## config.mk

```make
export PLATFORM = sky130hd
export DESIGN_NAME = mif_irq_bank
export DESIGN_NICKNAME = d
export VERILOG_FILES = /design/src/shared/mif_pkg.sv /design/src/hw/mif_pin_edge.sv /design/src/hw/mif_axil_slave.sv /design/src/hw/mif_irq_bank.sv
export VERILOG_INCLUDE_DIRS = /design/src /design/src/shared
export SDC_FILE = /design/constraint.sdc
export NUM_CORES = 1
export LEC_CHECK = 0
export BUFFER_PORTS_ARGS = -buffer_cell sky130_fd_sc_hd__buf_2
export CAP_MARGIN = 20
export CORE_UTILIZATION = 41
export DETAILED_ROUTE_END_ITERATION = 7
export GPL_TIMING_DRIVEN = 1
export PLACE_DENSITY_LB_ADDON = 0.12
export SLEW_MARGIN = 20
export SYNTH_ARGS = -nofsm -noshare
export SYNTH_HDL_FRONTEND = slang
export SYNTH_HIERARCHICAL = 1
export SYNTH_SLANG_ARGS = --single-unit
```

## constraint.sdc

```tcl
create_clock -name clk_i -period 4 [get_ports clk_i]
set_input_delay 0.6 -clock clk_i [delete_from_list [all_inputs] [get_ports clk_i]]
set_output_delay 0.6 -clock clk_i [all_outputs]
set_load 0.02 [all_outputs]
```

## src/shared/mif_cfg.svh

```systemverilog
`ifndef MIF_CFG_SVH
`define MIF_CFG_SVH
// --------------------------------
// bus geometry
// --------------------------------
`define MIF_AW 6
`define MIF_DW 32
`define MIF_SW 4
`define MIF_LANE 2
`define MIF_IXW 4
`define MIF_RW 8
`define MIF_RESP_OK 2'h0
`define MIF_RESP_ERR 2'h2
// --------------------------------
// register indices, byte offset = 4 * index
// --------------------------------
`define MIF_IX_EDGE 4'h0
`define MIF_IX_CTRL0 4'h1
`define MIF_IX_CTRL1 4'h2
`define MIF_IX_CTRL2 4'h3
`define MIF_IX_MFG0 4'h4
`define MIF_IX_EVT 4'h7
`define MIF_IX_MASK 4'h8
`define MIF_NREG 9
// --------------------------------
// sources and field positions
// --------------------------------
`define MIF_SRC_N 11
`define MIF_GRP_N 3
`define MIF_PIN_N 2
`define MIF_SEL_W 2
`define MIF_VEC_W 4
`define MIF_NIB 4
`define MIF_S_PIN0 4'h0
`define MIF_S_PIN1 4'h8
`define MIF_C0_HI 2
`define MIF_C1_LO 3
`define MIF_C1_HI 6
`define MIF_C2_LO 7
`define MIF_C2_HI 10
`define MIF_GATE 0
`define MIF_EN_LO 0
`define MIF_EN_HI 3
`define MIF_FL_LO 4
`define MIF_FL_HI 7
`define MIF_C0_EN_LO 1
`define MIF_C0_FL_HI 6
`define MIF_EDGE_HI 3
`define MIF_SRC_FULL 11'h7FF
`define MIF_SRC_SMALL 11'h1FD
`define MIF_MFG_FULL 8'hFF
`define MIF_MFG_HALF 8'h33
`define MIF_EDGE_RISE 2'h1
`define MIF_EDGE_FALL 2'h2
`define MIF_EDGE_BOTH 2'h3
`define MIF_EVT_N 2
`define MIF_EVT_ACK 0
`define MIF_EVT_STALL 1
`endif

```

## src/shared/mif_pkg.sv

```systemverilog
`include "mif_cfg.svh"
package mif_pkg;
  // --------------------------------
  // carriers
  // --------------------------------
  typedef struct packed {
    logic serial_port;
    logic twowire;
    logic time_base1;
    logic time_base0;
    logic converter;
    logic comparator;
    logic t2_compare;
    logic t2_period;
    logic t1_compare;
    logic t1_period;
    logic t0_compare;
    logic t0_period;
    logic eeprom;
    logic low_voltage;
  } mif_src_s;
  typedef struct packed {
    logic en;
    logic [`MIF_AW-1:0] addr;
    logic [`MIF_RW-1:0] data;
  } mif_wr_s;
  typedef enum logic {
    MIF_W_IDLE,
    MIF_W_RESP
  } mif_wst_e;
endpackage : mif_pkg

```

## src/hw/mif_pin_edge.sv

```systemverilog
`timescale 1ns/100ps
`include "mif_cfg.svh"
module mif_pin_edge
  import mif_pkg::*;
(
  input logic clk_i,
  input logic rst_b_i,
  input logic pin_i,
  input logic [`MIF_SEL_W-1:0] sel_i,
  output logic edge_o
);
  logic s1, s2, s3, lvl, next_lvl, hit, next_hit;
  // --------------------------------
  // three-stage sampler, level moves once stages 2 and 3 agree
  // --------------------------------
  always_comb begin
    next_lvl = (s2 == s3) ? s3 : lvl;
    next_hit = 1'b0;
    if (next_lvl && !lvl) begin
      next_hit = (sel_i == `MIF_EDGE_RISE) || (sel_i == `MIF_EDGE_BOTH);
    end
    if (!next_lvl && lvl) begin
      next_hit = (sel_i == `MIF_EDGE_FALL) || (sel_i == `MIF_EDGE_BOTH);
    end
  end
  always_ff @(posedge clk_i) begin
    if (!rst_b_i) begin
      s1 <= 1'b0;
      s2 <= 1'b0;
      s3 <= 1'b0;
      lvl <= 1'b0;
      hit <= 1'b0;
    end else begin
      s1 <= pin_i;
      s2 <= s1;
      s3 <= s2;
      lvl <= next_lvl;
      hit <= next_hit;
    end
  end
  assign edge_o = hit;
endmodule : mif_pin_edge

```

## src/hw/mif_axil_slave.sv

```systemverilog
`timescale 1ns/100ps
`include "mif_cfg.svh"
module mif_axil_slave
  import mif_pkg::*;
(
  input logic clk_i,
  input logic rst_b_i,
  input logic [`MIF_AW-1:0] awaddr_i,
  input logic awvalid_i,
  output logic awready_o,
  input logic [`MIF_DW-1:0] wdata_i,
  input logic [`MIF_SW-1:0] wstrb_i,
  input logic wvalid_i,
  output logic wready_o,
  output logic [1:0] bresp_o,
  output logic bvalid_o,
  input logic bready_i,
  input logic [`MIF_AW-1:0] araddr_i,
  input logic arvalid_i,
  output logic arready_o,
  output logic [`MIF_DW-1:0] rdata_o,
  output logic [1:0] rresp_o,
  output logic rvalid_o,
  input logic rready_i,
  output mif_wr_s wr_o,
  input logic wr_hit_i,
  output logic [`MIF_AW-1:0] rd_addr_o,
  input logic [`MIF_RW-1:0] rd_data_i,
  input logic rd_hit_i
);
  mif_wst_e st, next_st;
  logic aw_got, next_aw_got, w_got, next_w_got, lane0, next_lane0;
  logic [`MIF_AW-1:0] waddr, next_waddr;
  logic [`MIF_RW-1:0] wdat, next_wdat;
  logic [1:0] bresp, next_bresp, rresp, next_rresp;
  logic rvalid, next_rvalid;
  logic [`MIF_DW-1:0] rdata, next_rdata;
  logic go;
  // --------------------------------
  // write path: address and data in either order
  // --------------------------------
  assign awready_o = (st == MIF_W_IDLE) && !aw_got;
  assign wready_o = (st == MIF_W_IDLE) && !w_got;
  assign go = (st == MIF_W_IDLE) && aw_got && w_got;
  assign wr_o = '{en: go && lane0, addr: waddr, data: wdat};
  always_comb begin
    next_st = st;
    next_aw_got = aw_got;
    next_w_got = w_got;
    next_waddr = waddr;
    next_wdat = wdat;
    next_lane0 = lane0;
    next_bresp = bresp;
    if (awvalid_i && awready_o) begin
      next_aw_got = 1'b1;
      next_waddr = awaddr_i;
    end
    if (wvalid_i && wready_o) begin
      next_w_got = 1'b1;
      next_wdat = wdata_i[`MIF_RW-1:0];
      next_lane0 = wstrb_i[0];
    end
    case (st)
      MIF_W_IDLE: begin
        if (go) begin
          next_st = MIF_W_RESP;
          next_aw_got = 1'b0;
          next_w_got = 1'b0;
          next_bresp = wr_hit_i ? `MIF_RESP_OK : `MIF_RESP_ERR;
        end
      end
      MIF_W_RESP: begin
        if (bready_i) begin
          next_st = MIF_W_IDLE;
        end
      end
      default: next_st = MIF_W_IDLE;
    endcase
  end
  // --------------------------------
  // read path: data registered one cycle after the address
  // --------------------------------
  assign arready_o = !rvalid;
  assign rd_addr_o = araddr_i;
  always_comb begin
    next_rvalid = rvalid;
    next_rdata = rdata;
    next_rresp = rresp;
    if (rvalid && rready_i) begin
      next_rvalid = 1'b0;
    end
    if (arvalid_i && arready_o) begin
      next_rvalid = 1'b1;
      next_rdata = {{(`MIF_DW-`MIF_RW){1'b0}}, rd_data_i};
      next_rresp = rd_hit_i ? `MIF_RESP_OK : `MIF_RESP_ERR;
    end
  end
  always_ff @(posedge clk_i) begin
    if (!rst_b_i) begin
      st <= MIF_W_IDLE;
      aw_got <= 1'b0;
      w_got <= 1'b0;
      waddr <= '0;
      wdat <= '0;
      lane0 <= 1'b0;
      bresp <= `MIF_RESP_OK;
      rvalid <= 1'b0;
      rdata <= '0;
      rresp <= `MIF_RESP_OK;
    end else begin
      st <= next_st;
      aw_got <= next_aw_got;
      w_got <= next_w_got;
      waddr <= next_waddr;
      wdat <= next_wdat;
      lane0 <= next_lane0;
      bresp <= next_bresp;
      rvalid <= next_rvalid;
      rdata <= next_rdata;
      rresp <= next_rresp;
    end
  end
  assign bvalid_o = (st == MIF_W_RESP);
  assign bresp_o = bresp;
  assign rvalid_o = rvalid;
  assign rdata_o = rdata;
  assign rresp_o = rresp;
endmodule : mif_axil_slave

```

## src/hw/mif_irq_bank.sv

```systemverilog
// Register access over AXI4-Lite and the placing of the registers were left to the implementer.
`timescale 1ns/100ps
`include "mif_cfg.svh"
// --------------------------------
// Functional notes
// edge code: off, rise, fall, both
// pin1 select bits 3:2, pin0 1:0
// control 0 bit 0 gates all vectors
// control 0: flags 6..4, enables 3..1
// control 1: tb0, converter, mf2, mf1 pairs
// control 2: serial, twowire, pin1, tb1 pairs
// group flag/enable pairs feed multi-function flags
// unimplemented bits ignore writes, read zero
// every source: writable enable, pending flag
// small variant drops comparator, twowire, serial
// flags set regardless; vector needs enable, gate
// taking a vector clears the gate
// taking a pin vector clears its flag
// full stack keeps requests pending
// all bits clear at reset
// fixed priority picks vector, pin0 highest
// --------------------------------
module mif_irq_bank
  import mif_pkg::*;
#(
  parameter bit SMALL_VARIANT = 1'b0
) (
  input logic clk_i,
  input logic rst_b_i,
  input logic [`MIF_AW-1:0] awaddr_i,
  input logic awvalid_i,
  output logic awready_o,
  input logic [`MIF_DW-1:0] wdata_i,
  input logic [`MIF_SW-1:0] wstrb_i,
  input logic wvalid_i,
  output logic wready_o,
  output logic [1:0] bresp_o,
  output logic bvalid_o,
  input logic bready_i,
  input logic [`MIF_AW-1:0] araddr_i,
  input logic arvalid_i,
  output logic arready_o,
  output logic [`MIF_DW-1:0] rdata_o,
  output logic [1:0] rresp_o,
  output logic rvalid_o,
  input logic rready_i,
  input logic [`MIF_PIN_N-1:0] ext_pin_i,
  input mif_src_s src_i,
  input logic stack_full_i,
  input logic irq_ack_i,
  output logic irq_req_o,
  output logic [`MIF_VEC_W-1:0] vec_sel_o,
  output logic global_irq_gate_o,
  output logic irq_o
);
  // --------------------------------
  // state
  // --------------------------------
  localparam logic [`MIF_SRC_N-1:0] SRC_MASK =
    SMALL_VARIANT ? `MIF_SRC_SMALL : `MIF_SRC_FULL;
  logic [`MIF_SRC_N-1:0] flag;
  logic [`MIF_SRC_N-1:0] next_flag;
  logic [`MIF_SRC_N-1:0] enab;
  logic [`MIF_SRC_N-1:0] next_enab;
  logic [`MIF_SRC_N-1:0] set_src;
  logic [`MIF_SRC_N-1:0] pend;
  logic gate;
  logic next_gate;
  logic [`MIF_PIN_N*`MIF_SEL_W-1:0] edge_sel;
  logic [`MIF_PIN_N*`MIF_SEL_W-1:0] next_edge_sel;
  logic [`MIF_PIN_N-1:0] pin_edge;
  logic [`MIF_GRP_N-1:0] grp_req;
  logic [`MIF_RW-1:0] mfg [`MIF_GRP_N];
  logic [`MIF_NIB-1:0] mf_set [`MIF_GRP_N];
  logic req;
  logic next_req;
  logic [`MIF_VEC_W-1:0] vec;
  logic [`MIF_VEC_W-1:0] next_vec;
  logic take;
  logic [`MIF_EVT_N-1:0] evt;
  logic [`MIF_EVT_N-1:0] next_evt;
  logic [`MIF_EVT_N-1:0] evt_set;
  logic [`MIF_EVT_N-1:0] evt_mask;
  logic [`MIF_EVT_N-1:0] next_evt_mask;
  logic irq;
  logic next_irq;
  // --------------------------------
  // register access
  // --------------------------------
  mif_wr_s wr;
  logic wr_hit;
  logic rd_hit;
  logic [`MIF_AW-1:0] rd_addr;
  logic [`MIF_RW-1:0] rd_data;
  logic [`MIF_IXW-1:0] wr_word;
  logic [`MIF_IXW-1:0] rd_word;
  logic [`MIF_NREG-1:0] wsel;
  logic [`MIF_RW-1:0] rd_regs [`MIF_NREG];

  mif_axil_slave u_bus (
    .clk_i(clk_i),
    .rst_b_i(rst_b_i),
    .awaddr_i(awaddr_i),
    .awvalid_i(awvalid_i),
    .awready_o(awready_o),
    .wdata_i(wdata_i),
    .wstrb_i(wstrb_i),
    .wvalid_i(wvalid_i),
    .wready_o(wready_o),
    .bresp_o(bresp_o),
    .bvalid_o(bvalid_o),
    .bready_i(bready_i),
    .araddr_i(araddr_i),
    .arvalid_i(arvalid_i),
    .arready_o(arready_o),
    .rdata_o(rdata_o),
    .rresp_o(rresp_o),
    .rvalid_o(rvalid_o),
    .rready_i(rready_i),
    .wr_o(wr),
    .wr_hit_i(wr_hit),
    .rd_addr_o(rd_addr),
    .rd_data_i(rd_data),
    .rd_hit_i(rd_hit)
  );

  assign wr_word = wr.addr[`MIF_AW-1:`MIF_LANE];
  assign rd_word = rd_addr[`MIF_AW-1:`MIF_LANE];
  assign wr_hit = wr_word < `MIF_IXW'(`MIF_NREG);
  assign rd_hit = rd_word < `MIF_IXW'(`MIF_NREG);
  // unmapped reads return zero with an error response
  assign rd_data = rd_hit ? rd_regs[rd_word] : '0;

  for (genvar r = 0; r < `MIF_NREG; r++) begin : g_sel
    assign wsel[r] = wr.en && (wr_word == `MIF_IXW'(r));
  end

  // --------------------------------
  // external pins
  // --------------------------------
  for (genvar p = 0; p < `MIF_PIN_N; p++) begin : g_pin
    mif_pin_edge u_edge (
      .clk_i(clk_i),
      .rst_b_i(rst_b_i),
      .pin_i(ext_pin_i[p]),
      .sel_i(edge_sel[p*`MIF_SEL_W +: `MIF_SEL_W]),
      .edge_o(pin_edge[p])
    );
  end

  // --------------------------------
  // multi-function groups
  // --------------------------------
  assign mf_set[0] = {2'h0, src_i.t0_compare, src_i.t0_period};
  assign mf_set[1] = {src_i.t2_compare, src_i.t2_period, src_i.t1_compare, src_i.t1_period};
  assign mf_set[2] = {2'h0, src_i.eeprom, src_i.low_voltage};

  for (genvar g = 0; g < `MIF_GRP_N; g++) begin : g_grp
    // the second group carries timer 2 only on the full variant
    localparam logic [`MIF_RW-1:0] GMASK =
      (g == 1 && !SMALL_VARIANT) ? `MIF_MFG_FULL : `MIF_MFG_HALF;
    logic [`MIF_RW-1:0] grp;
    logic [`MIF_RW-1:0] next_grp;
    always_comb begin
      next_grp = grp;
      if (wsel[`MIF_IX_MFG0 + g]) begin
        next_grp = wr.data;
      end
      next_grp[`MIF_FL_HI:`MIF_FL_LO] = next_grp[`MIF_FL_HI:`MIF_FL_LO] | mf_set[g];
      next_grp = next_grp & GMASK;
    end
    always_ff @(posedge clk_i) begin
      if (!rst_b_i) begin
        grp <= '0;
      end else begin
        grp <= next_grp;
      end
    end
    assign mfg[g] = grp;
    assign grp_req[g] = |(grp[`MIF_FL_HI:`MIF_FL_LO] & grp[`MIF_EN_HI:`MIF_EN_LO]);
    assign rd_regs[`MIF_IX_MFG0 + g] = mfg[g];
  end

  // --------------------------------
  // primary flags, enables, gate, vector choice
  // --------------------------------
  assign set_src = {src_i.serial_port, src_i.twowire, pin_edge[1], src_i.time_base1,
                    src_i.time_base0, src_i.converter, grp_req[2], grp_req[1],
                    grp_req[0], src_i.comparator, pin_edge[0]};
  // a taken vector is the one presented in the same cycle as the acknowledge
  assign take = req && irq_ack_i;

  always_comb begin
    next_flag = flag;
    next_enab = enab;
    next_gate = gate;
    next_edge_sel = edge_sel;
    if (wsel[`MIF_IX_EDGE]) begin
      next_edge_sel = wr.data[`MIF_EDGE_HI:0];
    end
    if (wsel[`MIF_IX_CTRL0]) begin
      next_gate = wr.data[`MIF_GATE];
      next_enab[`MIF_C0_HI:0] = wr.data[`MIF_EN_HI:`MIF_C0_EN_LO];
      next_flag[`MIF_C0_HI:0] = wr.data[`MIF_C0_FL_HI:`MIF_FL_LO];
    end
    if (wsel[`MIF_IX_CTRL1]) begin
      next_enab[`MIF_C1_HI:`MIF_C1_LO] = wr.data[`MIF_EN_HI:`MIF_EN_LO];
      next_flag[`MIF_C1_HI:`MIF_C1_LO] = wr.data[`MIF_FL_HI:`MIF_FL_LO];
    end
    if (wsel[`MIF_IX_CTRL2]) begin
      next_enab[`MIF_C2_HI:`MIF_C2_LO] = wr.data[`MIF_EN_HI:`MIF_EN_LO];
      next_flag[`MIF_C2_HI:`MIF_C2_LO] = wr.data[`MIF_FL_HI:`MIF_FL_LO];
    end
    if (take) begin
      // clearing wins over a gate write so nesting needs a later write
      next_gate = 1'b0;
      if (vec == `MIF_S_PIN0) begin
        next_flag[`MIF_S_PIN0] = 1'b0;
      end
      if (vec == `MIF_S_PIN1) begin
        next_flag[`MIF_S_PIN1] = 1'b0;
      end
    end
    next_flag = next_flag | set_src;
    next_flag = next_flag & SRC_MASK;
    next_enab = next_enab & SRC_MASK;
    pend = next_flag & next_enab;
    next_vec = vec;
    for (int i = `MIF_SRC_N - 1; i >= 0; i--) begin
      if (pend[i]) begin
        next_vec = `MIF_VEC_W'(i);
      end
    end
    next_req = next_gate && (|pend) && !stack_full_i;
  end

  always_ff @(posedge clk_i) begin
    if (!rst_b_i) begin
      flag <= '0;
      enab <= '0;
      gate <= 1'b0;
      edge_sel <= '0;
      req <= 1'b0;
      vec <= '0;
    end else begin
      flag <= next_flag;
      enab <= next_enab;
      gate <= next_gate;
      edge_sel <= next_edge_sel;
      req <= next_req;
      vec <= next_vec;
    end
  end

  // --------------------------------
  // event status and interrupt line
  // --------------------------------
  always_comb begin
    evt_set = '0;
    evt_set[`MIF_EVT_ACK] = take;
    evt_set[`MIF_EVT_STALL] = gate && (|(flag & enab)) && stack_full_i;
    next_evt = evt;
    next_evt_mask = evt_mask;
    if (wsel[`MIF_IX_EVT]) begin
      next_evt = evt & ~wr.data[`MIF_EVT_N-1:0];
    end
    // a new event in the clearing cycle is kept
    next_evt = next_evt | evt_set;
    if (wsel[`MIF_IX_MASK]) begin
      next_evt_mask = wr.data[`MIF_EVT_N-1:0];
    end
    next_irq = |(next_evt & next_evt_mask);
  end

  always_ff @(posedge clk_i) begin
    if (!rst_b_i) begin
      evt <= '0;
      evt_mask <= '0;
      irq <= 1'b0;
    end else begin
      evt <= next_evt;
      evt_mask <= next_evt_mask;
      irq <= next_irq;
    end
  end

  // --------------------------------
  // read map, empty positions read zero
  // --------------------------------
  assign rd_regs[`MIF_IX_EDGE] = {{(`MIF_RW-`MIF_PIN_N*`MIF_SEL_W){1'b0}}, edge_sel};
  assign rd_regs[`MIF_IX_CTRL0] = {1'b0, flag[`MIF_C0_HI:0], enab[`MIF_C0_HI:0], gate};
  assign rd_regs[`MIF_IX_CTRL1] = {flag[`MIF_C1_HI:`MIF_C1_LO], enab[`MIF_C1_HI:`MIF_C1_LO]};
  assign rd_regs[`MIF_IX_CTRL2] = {flag[`MIF_C2_HI:`MIF_C2_LO], enab[`MIF_C2_HI:`MIF_C2_LO]};
  assign rd_regs[`MIF_IX_EVT] = {{(`MIF_RW-`MIF_EVT_N){1'b0}}, evt};
  assign rd_regs[`MIF_IX_MASK] = {{(`MIF_RW-`MIF_EVT_N){1'b0}}, evt_mask};

  // --------------------------------
  // core side
  // --------------------------------
  assign irq_req_o = req;
  assign vec_sel_o = vec;
  assign global_irq_gate_o = gate;
  assign irq_o = irq;
endmodule : mif_irq_bank

```

==> impl_metrics.json <==
{
  "status": "complete, no violations",
  "crit_slowest_cell": "nand4bb_1",
  "gp_congestion": 0.885,
  "rsz0062_at_grt": "no",
  "fp.coreArea_mm2": 0.0104,
  "p_per_area_mw_per_mm2": 372,
  "nNetsFinal": 625,
  "ctsHoldBuffers": 0,
  "worstSetupPathType": "reg -> reg",
  "reg2reg_setup_slack_ns": 0.71,
  "routedWlPerCell_um": 16.6,
  "grt-ovfl-total": 0,
  "die_area_mm2": 0.0113,
  "port_buffers": 63,
  "cts_setup_buffers": 0,
  "ir_drop_mv": 0.148,
  "die_x_um": 106,
  "slowest_delay_ns": 0.47,
  "leakage_nw": 2.00,
  "dp_hpwl_um": 8360,
  "tightest_slew_ns": 0.836,
  "syn-cell-area_mm2": 0.00446,
  "ys_warn_count": 6,
  "ctsHtreeMaxLevel": 3,
  "vias_per_cell": 5.41,
  "clockBufferDepth": 2,
  "root_buffer": "clkbuf_8",
  "syn_avg_cell_area_um2": 8.82,
  "period_needed_ns": 3.29,
  "ant_nets": 0,
  "drv_slew": 0,
  "syn_inst": 506,
  "cp_max_fo": 11,
  "wl_um": 11500,
  "finalCritPeriodShare_pct": 82.2,
  "maxCapViolCount": 0,
  "final_cell_mix": "dfxtp_1 (90), buf_2 (63), nand2_1 (56), nor2_1 (38)",
  "cts_sinks": 90,
  "grt_usage_pct": 21.5,
  "critPathBufInv": 0,
  "insertion_delay_ns": 0.36,
  "drtIter0Drc": 261,
  "numCtsBuffers": 9,
  "final_design_area_no_fill_mm2": 0.00492,
  "hold_class": "in -> reg",
  "num_rows": 37,
  "antenna_found_initial": 1,
  "start_kind": "flop",
  "layout_commonest_cell": "dfxtp_1",
  "vias": 3754,
  "timing.fmax_mhz": 304,
  "floorplan.initialDensity_pct": 42.8,
  "arrival_ns": 3.59,
  "cp.required_ns": 4.30,
  "drtPass1Iterations": 5,
  "dpl_cell_area_mm2": 0.00470,
  "grt_pass1_vias": 3461,
  "clkSlewWorstSetupHoldPaths_ns": 0.09,
  "slew_headroom_pct": 43.9,
  "post_cts_resized": 0,
  "hold_violations": 0,
  "grt_max_degree": 56,
  "crit_family": "simple AND/OR/NAND/NOR gates",
  "fin_skew_ns": 0.00852,
  "drc": 0,
  "drive_gt1_share_pct": 19.7,
  "cts_tree": "yes",
  "grt_pass1_wl_um": 18500,
  "worstPathCellList": "and3b_1 -> and2_1 -> nand4bb_1 -> nor2_2 -> mux2i_1 -> a41oi_1 -> or2_1 -> or3_1 -> nor3b_2",
  "setup_viol": 0,
  "endpoint_kind": "flop",
  "ioPinCount": 121,
  "die_h_um": 106,
  "tns_ns": 0,
  "area_growth_syn_to_layout_pct": 10.3
}
[routing by layer]
layer	wire length, um	up-vias	global-route usage (%)
li1	-	1827	-
met5	0	-	0
met3	676	14	4.41
met4	144	0	4.56
met1	5510	1793	30.3
met2	5210	120	33.9
[per-stage QoR]
step	setup slack (ns)	hold WS (ns)	utilization, %	instances	power [mW]
2_1_floorplan	1.39	0.412	-	531	1.12
4_1_cts	0.761	0.424	47.2	693	1.85
6_report	0.713	0.437	47.2	694	1.83
3_5_place_dp	0.802	0.418	45.1	677	1.16
3_3_place_gp	0.844	0.416	45.1	677	1.16
5_1_grt	0.468	0.427	47.2	693	1.92
[final timing paths]
check / depth (start not counted) / startpoint / endpoint
max reg2reg: 9 / u_bus/bvalid_o$_SDFF_PN0_ / vec_sel_o[3]$_SDFFE_PP0P_
max: 9 / u_bus/bvalid_o$_SDFF_PN0_ / vec_sel_o[3]$_SDFFE_PP0P_
min reg2reg: 1 / g_pin[1].u_edge/s1$_SDFF_PN0_ / g_pin[1].u_edge/s2$_SDFF_PN0_
min: 2 / ext_pin_i[1] / g_pin[1].u_edge/s1$_SDFF_PN0_
[where the power goes]
group	switching [mW]	internal (mW)
combinational	0.111	0.0612
sequential	0.0432	0.923
clock	0.340	0.355
[area by class of cell]
| type | instances | area (um^2) |
|---|---|---|
| clock buffer | 10 | 128 |
| multi-input combinational | 364 | 2310 |
| timing repair buffer | 67 | 345 |
| sequential | 90 | 1800 |
| antenna | 1 | 2.50 |
| fill | 1051 | 5500 |
| inverter | 20 | 75.1 |
| tap | 136 | 170 |
| clock inverter | 6 | 90.1 |
[flip-flops by register name, indices dropped and copies added, names as in the netlist, 4 cells and up]
name	cells
edge_sel	4
enab	11
flag	11
g_grp.grp	16
u_bus/rdata_o	8
u_bus/waddr	4
u_bus/wdat	8
vec_sel_o	4
[worst register-to-register path, cell delays in order, from the launching register on]
cell and delay [ns]:
dfxtp_1 0.42, and3b_1 0.32, and2_1 0.28, nand4bb_1 0.47, nor2_2 0.41, mux2i_1 0.30, a41oi_1 0.21, or2_1 0.28
or3_1 0.39, nor3b_2 0.15
Note: power is estimated with default switching activity, not from simulation.
